**src/shared/ipl_defs.svh**
```systemverilog
// Purpose: Offsets, field masks, reset values and sizes of the priority-level block.
// Assumes: 32-bit Wishbone data, word index = byte address divided by four.
// Notes: Definitions only.
`ifndef IPL_DEFS_SVH
`define IPL_DEFS_SVH

// ****************************************************************
// Register indices
// ****************************************************************
`define IPL_IDX_PRIO0 6'h00
`define IPL_IDX_PRIO1 6'h01
`define IPL_IDX_PRIO2 6'h02
`define IPL_IDX_PRIO3 6'h03
`define IPL_IDX_PRIO4 6'h04
`define IPL_IDX_VBASE 6'h07
`define IPL_IDX_STATUS 6'h16

// ****************************************************************
// Writable masks and reset values
// ****************************************************************
`define IPL_MASK_PRIO0 16'h03ff
`define IPL_MASK_PRIO1 16'hc03f
`define IPL_MASK_PRIO2 16'hc3ff
`define IPL_MASK_PRIO3 16'hc03f
`define IPL_MASK_PRIO4 16'hffff
`define IPL_MASK_VBASE 16'h01ff
`define IPL_RESET_PRIO 16'h0000
`define IPL_RESET_VBASE 9'h000

// ****************************************************************
// Sizes
// ****************************************************************
`define IPL_NUM_SRC 27
`define IPL_NUM_DBG 5
`define IPL_VEC_W 7
`define IPL_VBASE_W 9
`define IPL_NUM_PRIO 5

`endif

```
**src/shared/ipl_pkg.sv**
```systemverilog
// Purpose: Types shared by the priority-level block and its bench.
// Assumes: ipl_defs.svh supplies the sizes.
// Notes: Bus signals travel as packed structs.
`include "ipl_defs.svh"

package ipl_pkg;

    // ****************************************************************
    // Bus carriers
    // ****************************************************************
    typedef struct packed {
        logic cyc;
        logic stb;
        logic we;
        logic [3:0] sel;
        logic [7:0] adr;
        logic [31:0] dat;
    } ipl_wb_req_s;

    typedef struct packed {
        logic ack;
        logic [31:0] dat;
    } ipl_wb_rsp_s;

    // ****************************************************************
    // Decoded level and block state
    // ****************************************************************
    typedef struct packed {
        logic en;
        logic [1:0] lvl;
    } ipl_level_s;

    typedef struct packed {
        logic [`IPL_NUM_PRIO-1:0][15:0] prio;
        logic [`IPL_VBASE_W-1:0] vbase;
        logic ack;
        logic [31:0] rdata;
        logic core_irq;
        logic [1:0] level_code;
        logic [15:0] vector;
        logic wake;
        logic lp_prev;
        logic [`IPL_NUM_SRC-1:0] lp_snap;
    } ipl_state_s;

endpackage : ipl_pkg

```
**src/ipl_ctrl.sv**
```systemverilog
// Purpose: Priority-level registers, level decode, arbitration and wake request of the interrupt controller.
// Assumes: Request inputs and the low-power flag are synchronous to clk_i and held while pending.
// Notes: Answers every Wishbone access one cycle after the request; the result is one cycle behind the inputs.
//
// Decided for this implementation: the Wishbone slave port.
`include "ipl_defs.svh"

module ipl_ctrl (
    input wire logic clk_i,
    input wire logic rst_i,
    input ipl_pkg::ipl_wb_req_s wb_req_i,
    output ipl_pkg::ipl_wb_rsp_s wb_rsp_o,
    input wire logic [`IPL_NUM_SRC-1:0] irq_req_i,
    input wire logic low_power_i,
    output logic core_irq_o,
    output logic [1:0] level_code_o,
    output logic [15:0] vector_o,
    output logic wake_o
);
    import ipl_pkg::*;

    // ****************************************************************
    // Helpers
    // ****************************************************************
    function automatic ipl_level_s decode_level(input logic [1:0] code, input logic dbg);
        ipl_level_s r;
        r.en = (code != 2'b00);
        r.lvl = dbg ? code : 2'(code - 2'b01);
        return r;
    endfunction : decode_level

    function automatic logic [15:0] merge_write(input logic [15:0] old, input logic [31:0] dat,
                                                input logic [3:0] sel, input logic [15:0] mask);
        logic [15:0] bytes;
        bytes = {sel[1] ? dat[15:8] : old[15:8], sel[0] ? dat[7:0] : old[7:0]};
        return bytes & mask;
    endfunction : merge_write

    ipl_state_s st;
    ipl_state_s next_st;

    // ****************************************************************
    // Field map: source index to 2-bit code
    // ****************************************************************
    // Index 0..4 are the debug sources, which start at level 1; all others start at level 0.
    logic [2*`IPL_NUM_SRC-1:0] codes;
    assign codes = {st.prio[4],
                    st.prio[3][15:14], st.prio[3][5:0],
                    st.prio[2][15:14], st.prio[2][9:0],
                    st.prio[1][15:14], st.prio[1][5:0],
                    st.prio[0][9:0]};

    ipl_level_s [`IPL_NUM_SRC-1:0] src;
    genvar gi;
    generate
        for (gi = 0; gi < `IPL_NUM_SRC; gi++)
        begin : g_dec
            assign src[gi] = decode_level(codes[2*gi +: 2], gi < `IPL_NUM_DBG);
        end
    endgenerate

    logic [`IPL_NUM_SRC-1:0] src_en;
    always_comb
    begin
        for (int i = 0; i < `IPL_NUM_SRC; i++)
        begin
            src_en[i] = src[i].en;
        end
    end

    // ****************************************************************
    // Arbitration
    // ****************************************************************
    logic found;
    logic [1:0] best_lvl;
    logic [`IPL_VEC_W-1:0] best_vec;
    always_comb
    begin
        found = 1'b0;
        best_lvl = 2'b00;
        best_vec = '0;
        // Scanning downward with >= lets the lower vector number win a tie.
        for (int i = `IPL_NUM_SRC - 1; i >= 0; i--)
        begin
            if (irq_req_i[i] && src[i].en && (!found || src[i].lvl >= best_lvl))
            begin
                found = 1'b1;
                best_lvl = src[i].lvl;
                best_vec = `IPL_VEC_W'(i);
            end
        end
    end

    // ****************************************************************
    // Bus decode
    // ****************************************************************
    logic bus_req;
    logic bus_wr;
    logic [5:0] idx;
    assign bus_req = wb_req_i.cyc && wb_req_i.stb && !st.ack;
    assign bus_wr = bus_req && wb_req_i.we;
    assign idx = wb_req_i.adr[7:2];

    logic [15:0] vbase_wr;
    assign vbase_wr = merge_write({7'h00, st.vbase}, wb_req_i.dat, wb_req_i.sel, `IPL_MASK_VBASE);

    logic [15:0] rd_word;
    always_comb
    begin
        case (idx)
            `IPL_IDX_PRIO0: rd_word = st.prio[0];
            `IPL_IDX_PRIO1: rd_word = st.prio[1];
            `IPL_IDX_PRIO2: rd_word = st.prio[2];
            `IPL_IDX_PRIO3: rd_word = st.prio[3];
            `IPL_IDX_PRIO4: rd_word = st.prio[4];
            `IPL_IDX_VBASE: rd_word = {7'h00, st.vbase};
            `IPL_IDX_STATUS: rd_word = {5'h00, st.vector[6:0], 1'b0, st.core_irq, st.level_code};
            default: rd_word = 16'h0000;
        endcase
    end

    // ****************************************************************
    // Next state
    // ****************************************************************
    always_comb
    begin
        next_st = st;
        next_st.ack = bus_req;
        next_st.rdata = bus_req ? {16'h0000, rd_word} : 32'h0000_0000;
        if (bus_wr)
        begin
            // Reserved bits are masked off, so a careless write cannot enable anything.
            case (idx)
                `IPL_IDX_PRIO0: next_st.prio[0] = merge_write(st.prio[0], wb_req_i.dat, wb_req_i.sel,
                                                              `IPL_MASK_PRIO0);
                `IPL_IDX_PRIO1: next_st.prio[1] = merge_write(st.prio[1], wb_req_i.dat, wb_req_i.sel,
                                                              `IPL_MASK_PRIO1);
                `IPL_IDX_PRIO2: next_st.prio[2] = merge_write(st.prio[2], wb_req_i.dat, wb_req_i.sel,
                                                              `IPL_MASK_PRIO2);
                `IPL_IDX_PRIO3: next_st.prio[3] = merge_write(st.prio[3], wb_req_i.dat, wb_req_i.sel,
                                                              `IPL_MASK_PRIO3);
                `IPL_IDX_PRIO4: next_st.prio[4] = merge_write(st.prio[4], wb_req_i.dat, wb_req_i.sel,
                                                              `IPL_MASK_PRIO4);
                `IPL_IDX_VBASE: next_st.vbase = vbase_wr[`IPL_VBASE_W-1:0];
                default: next_st.vbase = st.vbase;
            endcase
        end
        next_st.core_irq = found;
        if (!found)
        begin
            next_st.level_code = 2'b00;
        end
        else if (best_lvl == 2'b00)
        begin
            next_st.level_code = 2'b01;
        end
        else if (best_lvl == 2'b01)
        begin
            next_st.level_code = 2'b10;
        end
        else
        begin
            next_st.level_code = 2'b11;
        end
        next_st.vector = found ? {st.vbase, best_vec} : st.vector;
        // The snapshot is taken as the mode begins; sources enabled later cannot wake the core.
        next_st.lp_prev = low_power_i;
        if (low_power_i && !st.lp_prev)
        begin
            next_st.lp_snap = src_en;
        end
        next_st.wake = low_power_i && st.lp_prev && |(irq_req_i & st.lp_snap);
    end

    always_ff @(posedge clk_i)
    begin
        if (rst_i)
        begin
            st <= '0;
            st.prio <= {`IPL_NUM_PRIO{`IPL_RESET_PRIO}};
            st.vbase <= `IPL_RESET_VBASE;
        end
        else
        begin
            st <= next_st;
        end
    end

    assign wb_rsp_o.ack = st.ack;
    assign wb_rsp_o.dat = st.rdata;
    assign core_irq_o = st.core_irq;
    assign level_code_o = st.level_code;
    assign vector_o = st.vector;
    assign wake_o = st.wake;
endmodule : ipl_ctrl

```
**config.mk**
```make
export PLATFORM = sky130hd
export DESIGN_NAME = ipl_ctrl
export DESIGN_NICKNAME = d
export VERILOG_FILES = /design/src/shared/ipl_pkg.sv /design/src/ipl_ctrl.sv
export VERILOG_INCLUDE_DIRS = /design/src /design/src/shared
export SDC_FILE = /design/constraint.sdc
export NUM_CORES = 1
export LEC_CHECK = 0
export ABC_AREA = 1
export BUFFER_PORTS_ARGS = -buffer_cell sky130_fd_sc_hd__buf_2
export CORE_MARGIN = 5
export CORE_UTILIZATION = 55
export CTS_CLUSTER_DIAMETER = 200
export CTS_CLUSTER_SIZE = 25
export DETAILED_ROUTE_END_ITERATION = 10
export PLACE_DENSITY = 0.82
export SLEW_MARGIN = 10
export SYNTH_ARGS = -nofsm -noshare
export SYNTH_HDL_FRONTEND = slang
export SYNTH_SLANG_ARGS = --single-unit
```
**constraint.sdc**
```tcl
create_clock -name clk_i -period 33.2 [get_ports clk_i]
set_input_delay 4.98 -clock clk_i [delete_from_list [all_inputs] [get_ports clk_i]]
set_output_delay 4.98 -clock clk_i [all_outputs]
set_load 0.01 [all_outputs]
```
* Word-level counts from Yosys, hierarchy flattened
Index checks and enable logic that the tools add are counted.
Storage, ports and cells: logic and storage cells 322, output and inout bits 53, register bits 144
Cells by class: mux-type cells 84, equality and inequality tests 7, add/sub/neg operators 22, order comparisons 26, reductions and logical operators 158, bitwise logic cells 3
Operator list (number):
- $mux W7 | 24
- $pmux W16 S7 | 1
- $logic_and A1 B1 Y1 | 59
- $mux W2 | 27
- $reduce_bool A2 Y1 | 27
- $ge A2 B2 Y1 | 26
- $sub A2 B1 Y2 const B | 22
- $reduce_and A3 Y1 | 12
- $mux W1 | 29
- $logic_not A1 Y1 | 28
- $and A27 B27 Y27 | 1
- $reduce_or A27 Y1 | 1
- $logic_or A1 B1 Y1 | 26
- $mux W5 | 3
- $eq A6 B2 Y1 const B | 2
- $eq A6 B3 Y1 const B | 2
- $eq A6 B1 Y1 const B | 1
- $eq A6 B5 Y1 const B | 1
- $logic_not A6 Y1 | 1
- $reduce_or A2 Y1 | 2
- $reduce_or A3 Y1 | 1
- $eq A2 B1 Y1 const B | 1
- $logic_not A2 Y1 | 1
- $not A1 Y1 | 2

* Longest topological paths before layout
Gate-level depths: netlist of run 1.
word-level depth 110, gate-level depth with buffers 223

* Worst setup path after synthesis of run 1
Ideal clock, no wire load.
path kind input to register, start input irq_req_i[26], end register st (netlist bit vector_o[3]), slack 5963 ps, stages on the path 197, data arrival time 27167 ps, path through nand2_4 -> nor2_1 -> ha_1 -> inv_1 -> nand2_1 -> nand2_1 -> nand2_1 -> nand2_1 -> nand2_1 -> and2_1 -> ha_1 -> nand2_1 -> nand3_1 -> nand2_1 -> inv_1 -> nand2_1 -> nand2_1 -> ha_1 -> [... 161 more ...] -> nand2_2 -> or2_1 -> nand2_1 -> ha_1 -> a21oi_1 -> o211ai_2 -> nand2_2 -> inv_1 -> nand2_1 -> nand2_1 -> ha_1 -> o21ai_0 -> nand3b_1 -> nand2_2 -> nand3_1 -> nor2_1 -> nand4_1 -> a21oi_1
On the way: word-level cells in the longest chain between the ends 106, elaborated cells on any way between the ends 185
RTL lines:
- from (decl) | RTL line ipl_ctrl.sv:13 | input wire logic [`IPL_NUM_SRC-1:0] irq_req_i,
- $logic_and A1 B1 Y1 (*) | RTL line ipl_ctrl.sv:85 | if (irq_req_i[i] && src[i].en && (!found || src[i].lvl >= best_lvl))
- $mux W2 or $mux W1 (tied branches) | RTL line ipl_ctrl.sv:85
- $ge A2 B2 Y1 or $logic_not A1 Y1 (tied branches) | RTL line ipl_ctrl.sv:85
- $logic_or A1 B1 Y1 | RTL line ipl_ctrl.sv:85
- $logic_and A1 B1 Y1 | RTL line ipl_ctrl.sv:85
- $mux W2 or $mux W1 (tied branches) | RTL line ipl_ctrl.sv:85
- $ge A2 B2 Y1 or $logic_not A1 Y1 (tied branches) | RTL line ipl_ctrl.sv:85
- $logic_or A1 B1 Y1 | RTL line ipl_ctrl.sv:85
- [... 90 more ...]
- $ge A2 B2 Y1 or $logic_not A1 Y1 (tied branches) | RTL line ipl_ctrl.sv:85
- $logic_or A1 B1 Y1 | RTL line ipl_ctrl.sv:85
- $logic_and A1 B1 Y1 | RTL line ipl_ctrl.sv:85
- $mux W2 or $mux W1 (tied branches) | RTL line ipl_ctrl.sv:85
- $ge A2 B2 Y1 or $logic_not A1 Y1 (tied branches) | RTL line ipl_ctrl.sv:85
- $logic_or A1 B1 Y1 | RTL line ipl_ctrl.sv:85
- $logic_and A1 B1 Y1 | RTL line ipl_ctrl.sv:85
- $mux W7 or $mux W1 (tied branches) | RTL line ipl_ctrl.sv:85
- to (signal assigned) | RTL line ipl_ctrl.sv:185 | st <= next_st;
- to (decl) | RTL line ipl_ctrl.sv:39 | ipl_state_s st;
Mark *: on every way between the ends. The rest lies on a longest branch, timed or not. A chain may end at the register's enable or synchronous reset.

* Worst setup path after layout of run 1
Ends and elaborated chain as after synthesis.

==> results.md, run 1 <==
- Number of buffers created by CTS: 17
- LEAKAGE: 4.37 nW
- DPL Wire Length: ~18,000 µm
- Met3 GRT Util: 0.0619
- Critical path's slowest cell: or3_1
- Reg2Reg Setup Slack: ~6600 ps
- Gate Count Post-Synth: 1,238
- Most frequent cells in the layout: inv_1 (212), nand2_1 (199), o21ai_0 (126), dfxtp_1 (126), a21oi_1 (125)
- Worst-path maximum fanout: 8
- RSZ-0062 raised after global routing: no
- Root Driver: clkbuf_16
- Crit end category: register
- Maximum buffer depth of the clock tree: 2
- Buffers added on ports: between 90 and 100
- Worst hold start: st[89]
- Register-to-Register Path Depth: a little under 200
- Final Hold Viols: 0
- Clock slew at reported path FFs: ~60 ps
- CP most frequent cell: nand2_1
- Worst slew margin: 0.233
- Final Util: 0.620
- Clock Sink Count: between 100 and 150
- Post-CTS Setup Bufs: 0
- Critical R2R Capture: vector_o[3]
- Reg2reg start: codes[52]
- Number of synthesized flops with an enable pin: 0
- Number of detailed-route iterations in the first pass: 6
- Critical Path AT: ~31,000 ps
- Synth area leaders: dfxtp_1 (30%), ha_1 (11%), inv_1 (9.5%)
- Via-to-Cell Ratio: between 5 and 6
- Hold Crit Class: reg -> reg
- Routability cong.: ~0.93
- Met1 usage: 0.348
- Status: finished, final reports clean
- Core ar.: around 15,000 µm²
- GR peak layer: met2
- Crit path time final: roughly 30,000 ps
- Number of synthesized register bits: 126
- Die X: ~130 µm
- Setup Skew: around 6.7 ps
- Mapped Avg Cell Area: between 6 and 7 µm²
- DR WL/cell: ~16 µm
- Antenna-violating nets left: 0
- P&R area growth vs syn: 11.0%
- Final count of pins violating max slew: 0
- First-pass GRT wire length: roughly 38,000 µm
- Hold_buf cts: 0
- Fraction of layout cells with a size suffix above 1: 0.126
- Num ports: between 100 and 150
- Row Count: 45
- Remaining global-route overflow: 0
- Number of antenna diodes: 0
- Period utilisation layout: 0.919
- Setup TNS: 0 ps
- CP startpoint kind: input port
- # setup viols final: 0
- Vias in the first global route: about 7,700
- Total track usage: 0.266
- Critical Path Max Stage Delay: between 300 and 400 ps
- DR DRC count: 0
- Worst Tran Pin Value: 1150 ps
- Largest net degree at the start of global routing: 89
- Die Height: around 130 µm
- Ys flop type: dfxtp_1
- TritonCTS clock tree: yes
- Htree depth: 4
- Die outline area: ~18,000 µm²
- Distinct cells, synth: 46
- Power per cell area: around 41 nW/µm²
- Max Freq: about 33 MHz
- Later-pin clock latency in the skew report: ~420 ps
- Initial DRC Count: approximately 690
- CP required: between 30,000 and 40,000 ps
- Synth Warn #: 0
- # Max-Cap Violations: 0
- Post-CTS Resized: 0
- Commonest non-fill, non-tap cell in the layout: inv_1
- Worst Hold Path Cells: 2
- Largest area contributor in the netlist: dfxtp_1
- Via count: 8,323
- Asr flop ratio synth: 0
- Top cell type's share of synthesized area: 0.299
- Final wirelength: between 20,000 and 25,000 µm
- VDD IR-drop max: 0.0375 mV
- Initial Util: 0.558
- GR Util met2: 0.408
- Final Hold Slack: ~490 ps
- Crit path kind: in -> reg
- Seq/Total Area, Yosys: 0.299
- Netlist Area Pre-Place: around 8400 µm²
- NumNets Final: between 1,000 and 1,500
- Hold EP: vector_o[15]
- Number of antenna violations at the first check in global routing: 0
[worst max-delay path by stage]
stage	cells after the start	startpoint	slack [ps]	end
after detailed placement	198	irq_req_i[26]	2660	vector_o[3]
after global placement	197	irq_req_i[26]	3070	vector_o[3]
final	197	irq_req_i[26]	2680	vector_o[3]
after global routing	198	irq_req_i[26]	30	vector_o[4]
after floorplan	197	irq_req_i[26]	5960	vector_o[3]
after CTS	197	irq_req_i[26]	2790	vector_o[3]
[metal layers]
metal,vias up,part of all wire
li1,4102,-
met5,-,0
met1,3678,0.41
met3,89,0.11
met2,454,0.43
met4,0,0.051
[final cells by class]
class	count	area, µm²
fillers	1304	5740
multi-input cells	830	4660
flip-flops and latches	126	2520
inverters	220	827
repair buffers	92	463
clock buffers	19	453
well taps	188	235
clock inverters	13	185
[registers in the layout, summed over array words and instances (netlist names)]
register      flops
vector_o         14
st               37
codes            54
core_irq_o        1
level_code_o      2
wb_rsp_o         17
wake_o            1
[cells by family after synthesis]
kind of cell | count (synthesis) | share of synthesized area
AND/OR/NAND/NOR | 433 | 0.237
adder cells (fa/ha/maj) | 74 | 0.110
AO/OA/AOI/OAI | 305 | 0.197
flip-flops | 126 | 0.299
buffers and inverters | 299 | 0.156
other | 1 | 0.000445
[power by group]
group / switching (mW) / internal (mW) / total, mW
Combinational: 0.0169 / 0.00788 / 0.0248
Clock: 0.0734 / 0.130 / 0.203
Sequential: 0.00146 / 0.154 / 0.156
Total: 0.0918 / 0.292 / 0.383
[cells in the mapped netlist (2+ instances only)]
library cell and count:
nor2_1 73, dfxtp_1 126, buf_4 51, a41oi_1 2, nand2_1 200, o211ai_1 3
nor2_2 6, clkinv_1 3, o21ai_0 126, o31ai_1 2, nand2_2 7, nand3_4 2
nand2_4 3, ha_1 74, nor3_1 7, a22oi_1 4, and2_1 13, nand3_1 89
nand3b_1 13, a2111oi_0 4, a21oi_1 125, nand4_1 7, nand3_2 2, o21ai_2 5
clkbuf_1 26, inv_2 2, nor2_4 4, a221oi_1 6, or2_1 2, o22ai_1 22
inv_1 214
[stage by stage]
stage | power, mW | setup slack (ps) | instances | instance area [µm²]
final | 0.383 | 2680 | 1488 | 9350
after global routing | 0.395 | 32.3 | 1488 | 9350
after CTS | 0.383 | 2790 | 1488 | 9350
after detailed placement | 0.183 | 2660 | 1456 | 8710
after global placement | 0.182 | 3070 | 1456 | 8710
after floorplan | 0.174 | 5960 | 1255 | 8490
[critical path, delay by kind of cell]
| kind | cells | cell delay (ps) |
|---|---|---|
| adder cells (fa/ha/maj) | 26 | 6900 |
| buffers and inverters | 31 | 2860 |
| AND/OR/NAND/NOR | 110 | 11460 |
| AO/OA/AOI/OAI | 30 | 4670 |
No activity file was read; power rests on OpenSTA's default activity.
==> run 2, diff against run 1 <==
Settings changed: GPL_TIMING_DRIVEN set to 0.
==> run 2 against run 1 <==
Critical path depth is 1 higher. Global-route usage is 1.9 points higher. Worst hold slack better by 17 ps. Worst setup slack better by 180 ps. First-iteration DRC count is 30% higher. Non-clock buffer count is 78 higher. Final area is 4.8% higher. Critical path type unchanged.
==> results.md, run 2 (synthesized netlist as in run 1, its figures left out) <==
- Status: finished, final reports clean
- Dpl cell area: 9180 µm²
- Max Freq: roughly 33 MHz
- Power per cell area: around 39 nW/µm²
- CP required: between 30,000 and 40,000 ps
- # setup viols final: 0
- Number of detailed-route iterations in the first pass: 6
- Row Count: between 40 and 50
- Buffers added on ports: between 90 and 100
- CP startpoint kind: input port
- Critical path's slowest cell: or3_1
- Remaining global-route overflow: 0
- Clock slew at reported path FFs: about 60 ps
- Worst-path maximum fanout: 8
- DR WL/cell: between 15 and 20 µm
- LEAKAGE: around 4.7 nW
- Antenna-violating nets left: 0
- Combinational Power Share: 0.076
- Via-to-Cell Ratio: between 5 and 6
- Later-pin clock latency in the skew report: between 400 and 500 ps
- Number of antenna diodes: 0
- Fraction of layout cells with a size suffix above 1: 0.155
- Period utilisation layout: 0.914
- Initial Util: 0.558
- Final wirelength: about 26,000 µm
- DPL Wire Length: between 20,000 and 25,000 µm
- Crit path kind: in -> reg
- Switching part of the total: 0.268
- Clock Sink Count: 126
- Routability cong.: 0.955
- Internal: 0.277 mW
- Largest net degree at the start of global routing: 17
- Hold Crit Class: reg -> reg
- Design area: 9800 µm²
- VDD IR-drop max: approximately 0.043 mV
- Setup TNS: 0 ps
- # Max-Cap Violations: 0
- Clock power share: 0.513
- Worst slew margin: 0.445
- Maximum buffer depth of the clock tree: 2
- Delay-heaviest family, CP: simple AND/OR/NAND/NOR gates
- Critical Path Max Stage Delay: approximately 340 ps
- Total track usage: 0.285
- Initial DRC Count: 901
- NumNets Final: between 1,500 and 2,000
- Number of antenna violations at the first check in global routing: 0
- Final Hold Viols: 0
- Number of buffers created by CTS: 17
- Most frequent cells in the layout: inv_1 (214), nand2_1 (198), o21ai_0 (126), dfxtp_1 (126), a21oi_1 (125)
- Commonest non-fill, non-tap cell in the layout: inv_1
- Crit path time final: ~30,000 ps
- Placement Setup Slack: about 2500 ps
- First-pass GRT wire length: 40,600 µm
- Die X: around 130 µm
- DR DRC count: 0
- Net switching power figure: slightly above 0.1 mW
- Hold_buf cts: 0
- Die Height: 134 µm
- Num ports: 130
- Core ar.: between 15,000 and 20,000 µm²
- Htree depth: 4
- Die outline area: 17,900 µm²
- Final count of pins violating max slew: 0
- Root Driver: clkbuf_16
- Final Hold Slack: 502 ps
- CP most frequent cell: nand2_1
- RSZ-0062 raised after global routing: no
- Critical Path AT: between 30,000 and 40,000 ps
- Worst path buffer plus inverter count: 32
- Flop pwr share: 0.410
- Crit end category: register
- Vias in the first global route: 8,083
- Final worst setup slack: between 2000 and 3000 ps
- Worst Tran Pin Value: 829 ps
- P&R area growth vs syn: 16.2%
- Largest register FFs: 54
- Setup Skew: between 5 and 6 ps
- TritonCTS clock tree: yes
- Via count: approximately 8,700
## run 2: cell types whose count changed in the layout (fill, tap and decap cells not counted), moves of 3 or more
cell and delta:
buf_4 +50, clkbuf_1 +26, inv_6 +3, inv_8 +3
## run 2: final timing paths
check,cells past startpoint,endpoint,slack [ps],startpoint
min reg2reg,2,vector_o[14],500,st[88]
max,198,vector_o[3],2860,irq_req_i[26]
min,2,vector_o[14],500,st[88]
max reg2reg,200,vector_o[3],6780,codes[52]
## run 2: per-stage QoR
stage               utilization  std cells  total power, mW
global route              0.649       1566            0.388
finish                    0.649       1566            0.379
detailed placement        0.608       1534            0.186
CTS                       0.648       1566            0.377
global placement          0.608       1534            0.186
floorplan                     -       1255            0.174
## run 2: area by class of cell
type | instances | area, µm²
Fill cell | 1325 | 5290
Tap cell | 188 | 235
Inverter | 220 | 827
Timing Repair Buffer | 91 | 455
Clock buffer | 17 | 425
Sequential cell | 126 | 2520
Clock inverter | 15 | 176
Buffer | 79 | 489
Multi-Input combinational cell | 830 | 4660
## run 2: routing by layer
| metal | global-route usage | share of wire | vias up |
|---|---|---|---|
| met1 | 0.364 | 0.41 | 3835 |
| met2 | 0.441 | 0.42 | 493 |
| met4 | 0.135 | 0.056 | 0 |
| li1 | - | - | 4261 |
| met3 | 0.0848 | 0.11 | 103 |
| met5 | 0 | 0 | - |
## run 2: power groups by stage
stage          logic [mW]  registers, mW  clock network, mW
3_5_place_dp       0.0277          0.159                  0
3_3_place_gp       0.0273          0.159                  0
5_1_grt            0.0316          0.156              0.201
2_1_floorplan      0.0159          0.158                  0
6_report           0.0288          0.155              0.194
4_1_cts            0.0280          0.155              0.194
## run 2: repair_timing
item,in CTS,in global routing
gates resized for setup,0,4
setup buffers,0,0
endpoints found under the hold margin,0,0
endpoints found under the setup margin,0,3
## run 2: worst reg2reg max path: cells and delay by family (launching register included)
| family | cells | cell delay, ps |
|---|---|---|
| simple gates | 110 | 11300 |
| fa+ha+maj | 27 | 7090 |
| compound gates | 30 | 4660 |
| buf+inv | 33 | 3030 |
| flops | 1 | 340 |
==> run 3, diff against run 2 <==
Settings changed: BUFFER_PORTS_ARGS -buffer_cell sky130_fd_sc_hd__buf_2 to -buffer_cell sky130_fd_sc_hd__buf_4.
==> run 3 against run 2 <==
Critical path depth did not move. First-iteration DRC count grew 1.0%. Largest cell class unchanged. Highest routed layer unchanged. Non-clock buffer count is the same. Via count is 0.10% higher. Wire length is essentially flat. Global-route usage is 0.21 points lower. Worst hold slack lost 21 ps. Final cell count unchanged. Clock skew rose by 2.4 ps. Worst setup slack got worse by 58 ps. Clock-buffer cell count unchanged.
==> results.md, run 3 (synthesized netlist as in run 1, its figures left out) <==
- DR WL/cell: approximately 17 µm
- Die outline area: between 15,000 and 20,000 µm²
- Final Hold Viols: 0
- Via-to-Cell Ratio: 5.56
- Core ar.: about 15,000 µm²
- Root Driver: clkbuf_16
- Commonest non-fill, non-tap cell in the layout: inv_1
- Vias in the first global route: ~8,000
- Number of detailed-route iterations in the first pass: 6
- VDD IR-drop max: about 0.033 mV
- Post-CTS Setup Bufs: 0
- CP required: between 30,000 and 40,000 ps
- Setup TNS: 0 ps
- Initial DRC Count: 910
- Die Height: 134 µm
- Most frequent cells in the layout: inv_1 (214), nand2_1 (199), buf_4 (142)
- DR DRC count: 0
- Hold_buf cts: 0
- Overall Power: between 0.3 and 0.4 mW
- Initial Util: 0.558
- First-pass GRT wire length: around 40,000 µm
- Num ports: 130
- CP most frequent cell: nand2_1
- Antenna-violating nets left: 0
- TritonCTS clock tree: yes
- Fraction of layout cells with a size suffix above 1: 0.156
- Via count: 8,701
- Number of antenna violations at the first check in global routing: 0
- Later-pin clock latency in the skew report: around 430 ps
- LEAKAGE: between 4 and 5 nW
- Period utilisation layout: 0.916
- Number of antenna diodes: 0
- Critical Path AT: 30,760 ps
- CP startpoint kind: input port
- Post-CTS Resized: 0
- Clock slew at reported path FFs: approximately 60 ps
- NumNets Final: approximately 1,500
- Remaining global-route overflow: 0
- Worst slew margin: 0.434
- # Max-Cap Violations: 0
- Final wirelength: ~26,000 µm
- Final count of pins violating max slew: 0
- Routability cong.: 0.948
- Clock Sink Count: about 130
- Largest net degree at the start of global routing: 17
- Largest register FFs: 54
- Critical Path Max Stage Delay: roughly 340 ps
- Hold Crit Class: reg -> reg
- Status: finished, final reports clean
- Crit end category: register
- Die X: roughly 130 µm
- Setup Skew: approximately 7.7 ps
- Final Hold Slack: 481 ps
- # setup viols final: 0
- Htree depth: 4
- Crit path time final: 30,400 ps
- Worst-path maximum fanout: 8
- Row Count: 45
- Buffers added on ports: a little over 90
- Power per cell area: approximately 37 nW/µm²
- Maximum buffer depth of the clock tree: 2
- Number of buffers created by CTS: 17
- Crit path kind: in -> reg
- Total track usage: 0.283
- Worst Tran Pin Value: between 800 and 900 ps
- P&R area growth vs syn: 18.9%
- Max Freq: approximately 33 MHz
- Critical path's slowest cell: or3_1
- DPL Wire Length: 20,300 µm
==> run 3: power by group <==
| group | switching [mW] | total (mW) | leakage [nW] | internal, mW |
|---|---|---|---|---|
| registers | 0.00143 | 0.155 | 1.02 | 0.154 |
| clock network | 0.0773 | 0.189 | 0.281 | 0.111 |
| logic | 0.0189 | 0.0313 | 3.41 | 0.0124 |
| total | 0.0977 | 0.376 | 4.71 | 0.278 |
==> run 3: area by class of cell <==
type                    instances  area, µm²
clock inverters                15        163
repair buffers                 91        683
multi-input cells             830       4670
flip-flops and latches        126       2520
fillers                      1348       5070
plain buffers                  79        489
inverters                     220        827
well taps                     188        235
clock buffers                  17        425
==> run 3: path summary, 6_finish.rpt <==
path | startpoint | cells after the start | slack [ps] | end
max | irq_req_i[26] | 198 | 2800 | vector_o[4]
min | st[86] | 2 | 480 | st[86]
max reg2reg | codes[52] | 200 | 6700 | vector_o[4]
min reg2reg | st[86] | 2 | 480 | st[86]
==> run 3: critical path: cells and delay by family <==
kind	cells	cell delay, ps
AO/OA/AOI/OAI	30	4540
adder cells (fa/ha/maj)	26	6880
AND/OR/NAND/NOR	109	11300
buffers and inverters	33	2980
==> run 3: metrics by stage <==
stage	cell area, µm²	setup WS, ps	instances	util
after global placement	9410	3000	1534	0.624
final	10000	2800	1566	0.664
after floorplan	8490	5960	1255	-
after CTS	10000	2610	1566	0.663
after detailed placement	9410	2440	1534	0.624
after global routing	10000	-13.4	1566	0.664
==> run 3: metal layers <==
layer  vias to the layer above  GRT usage  routed length (µm)  share of wire
met1                      3918      0.380               10900           0.42
met3                        90     0.0694                2690           0.10
met4                         0      0.135                1270          0.049
met2                       434      0.426               11100           0.43
met5                         -          0                   0              0
li1                       4259          -                   -              -
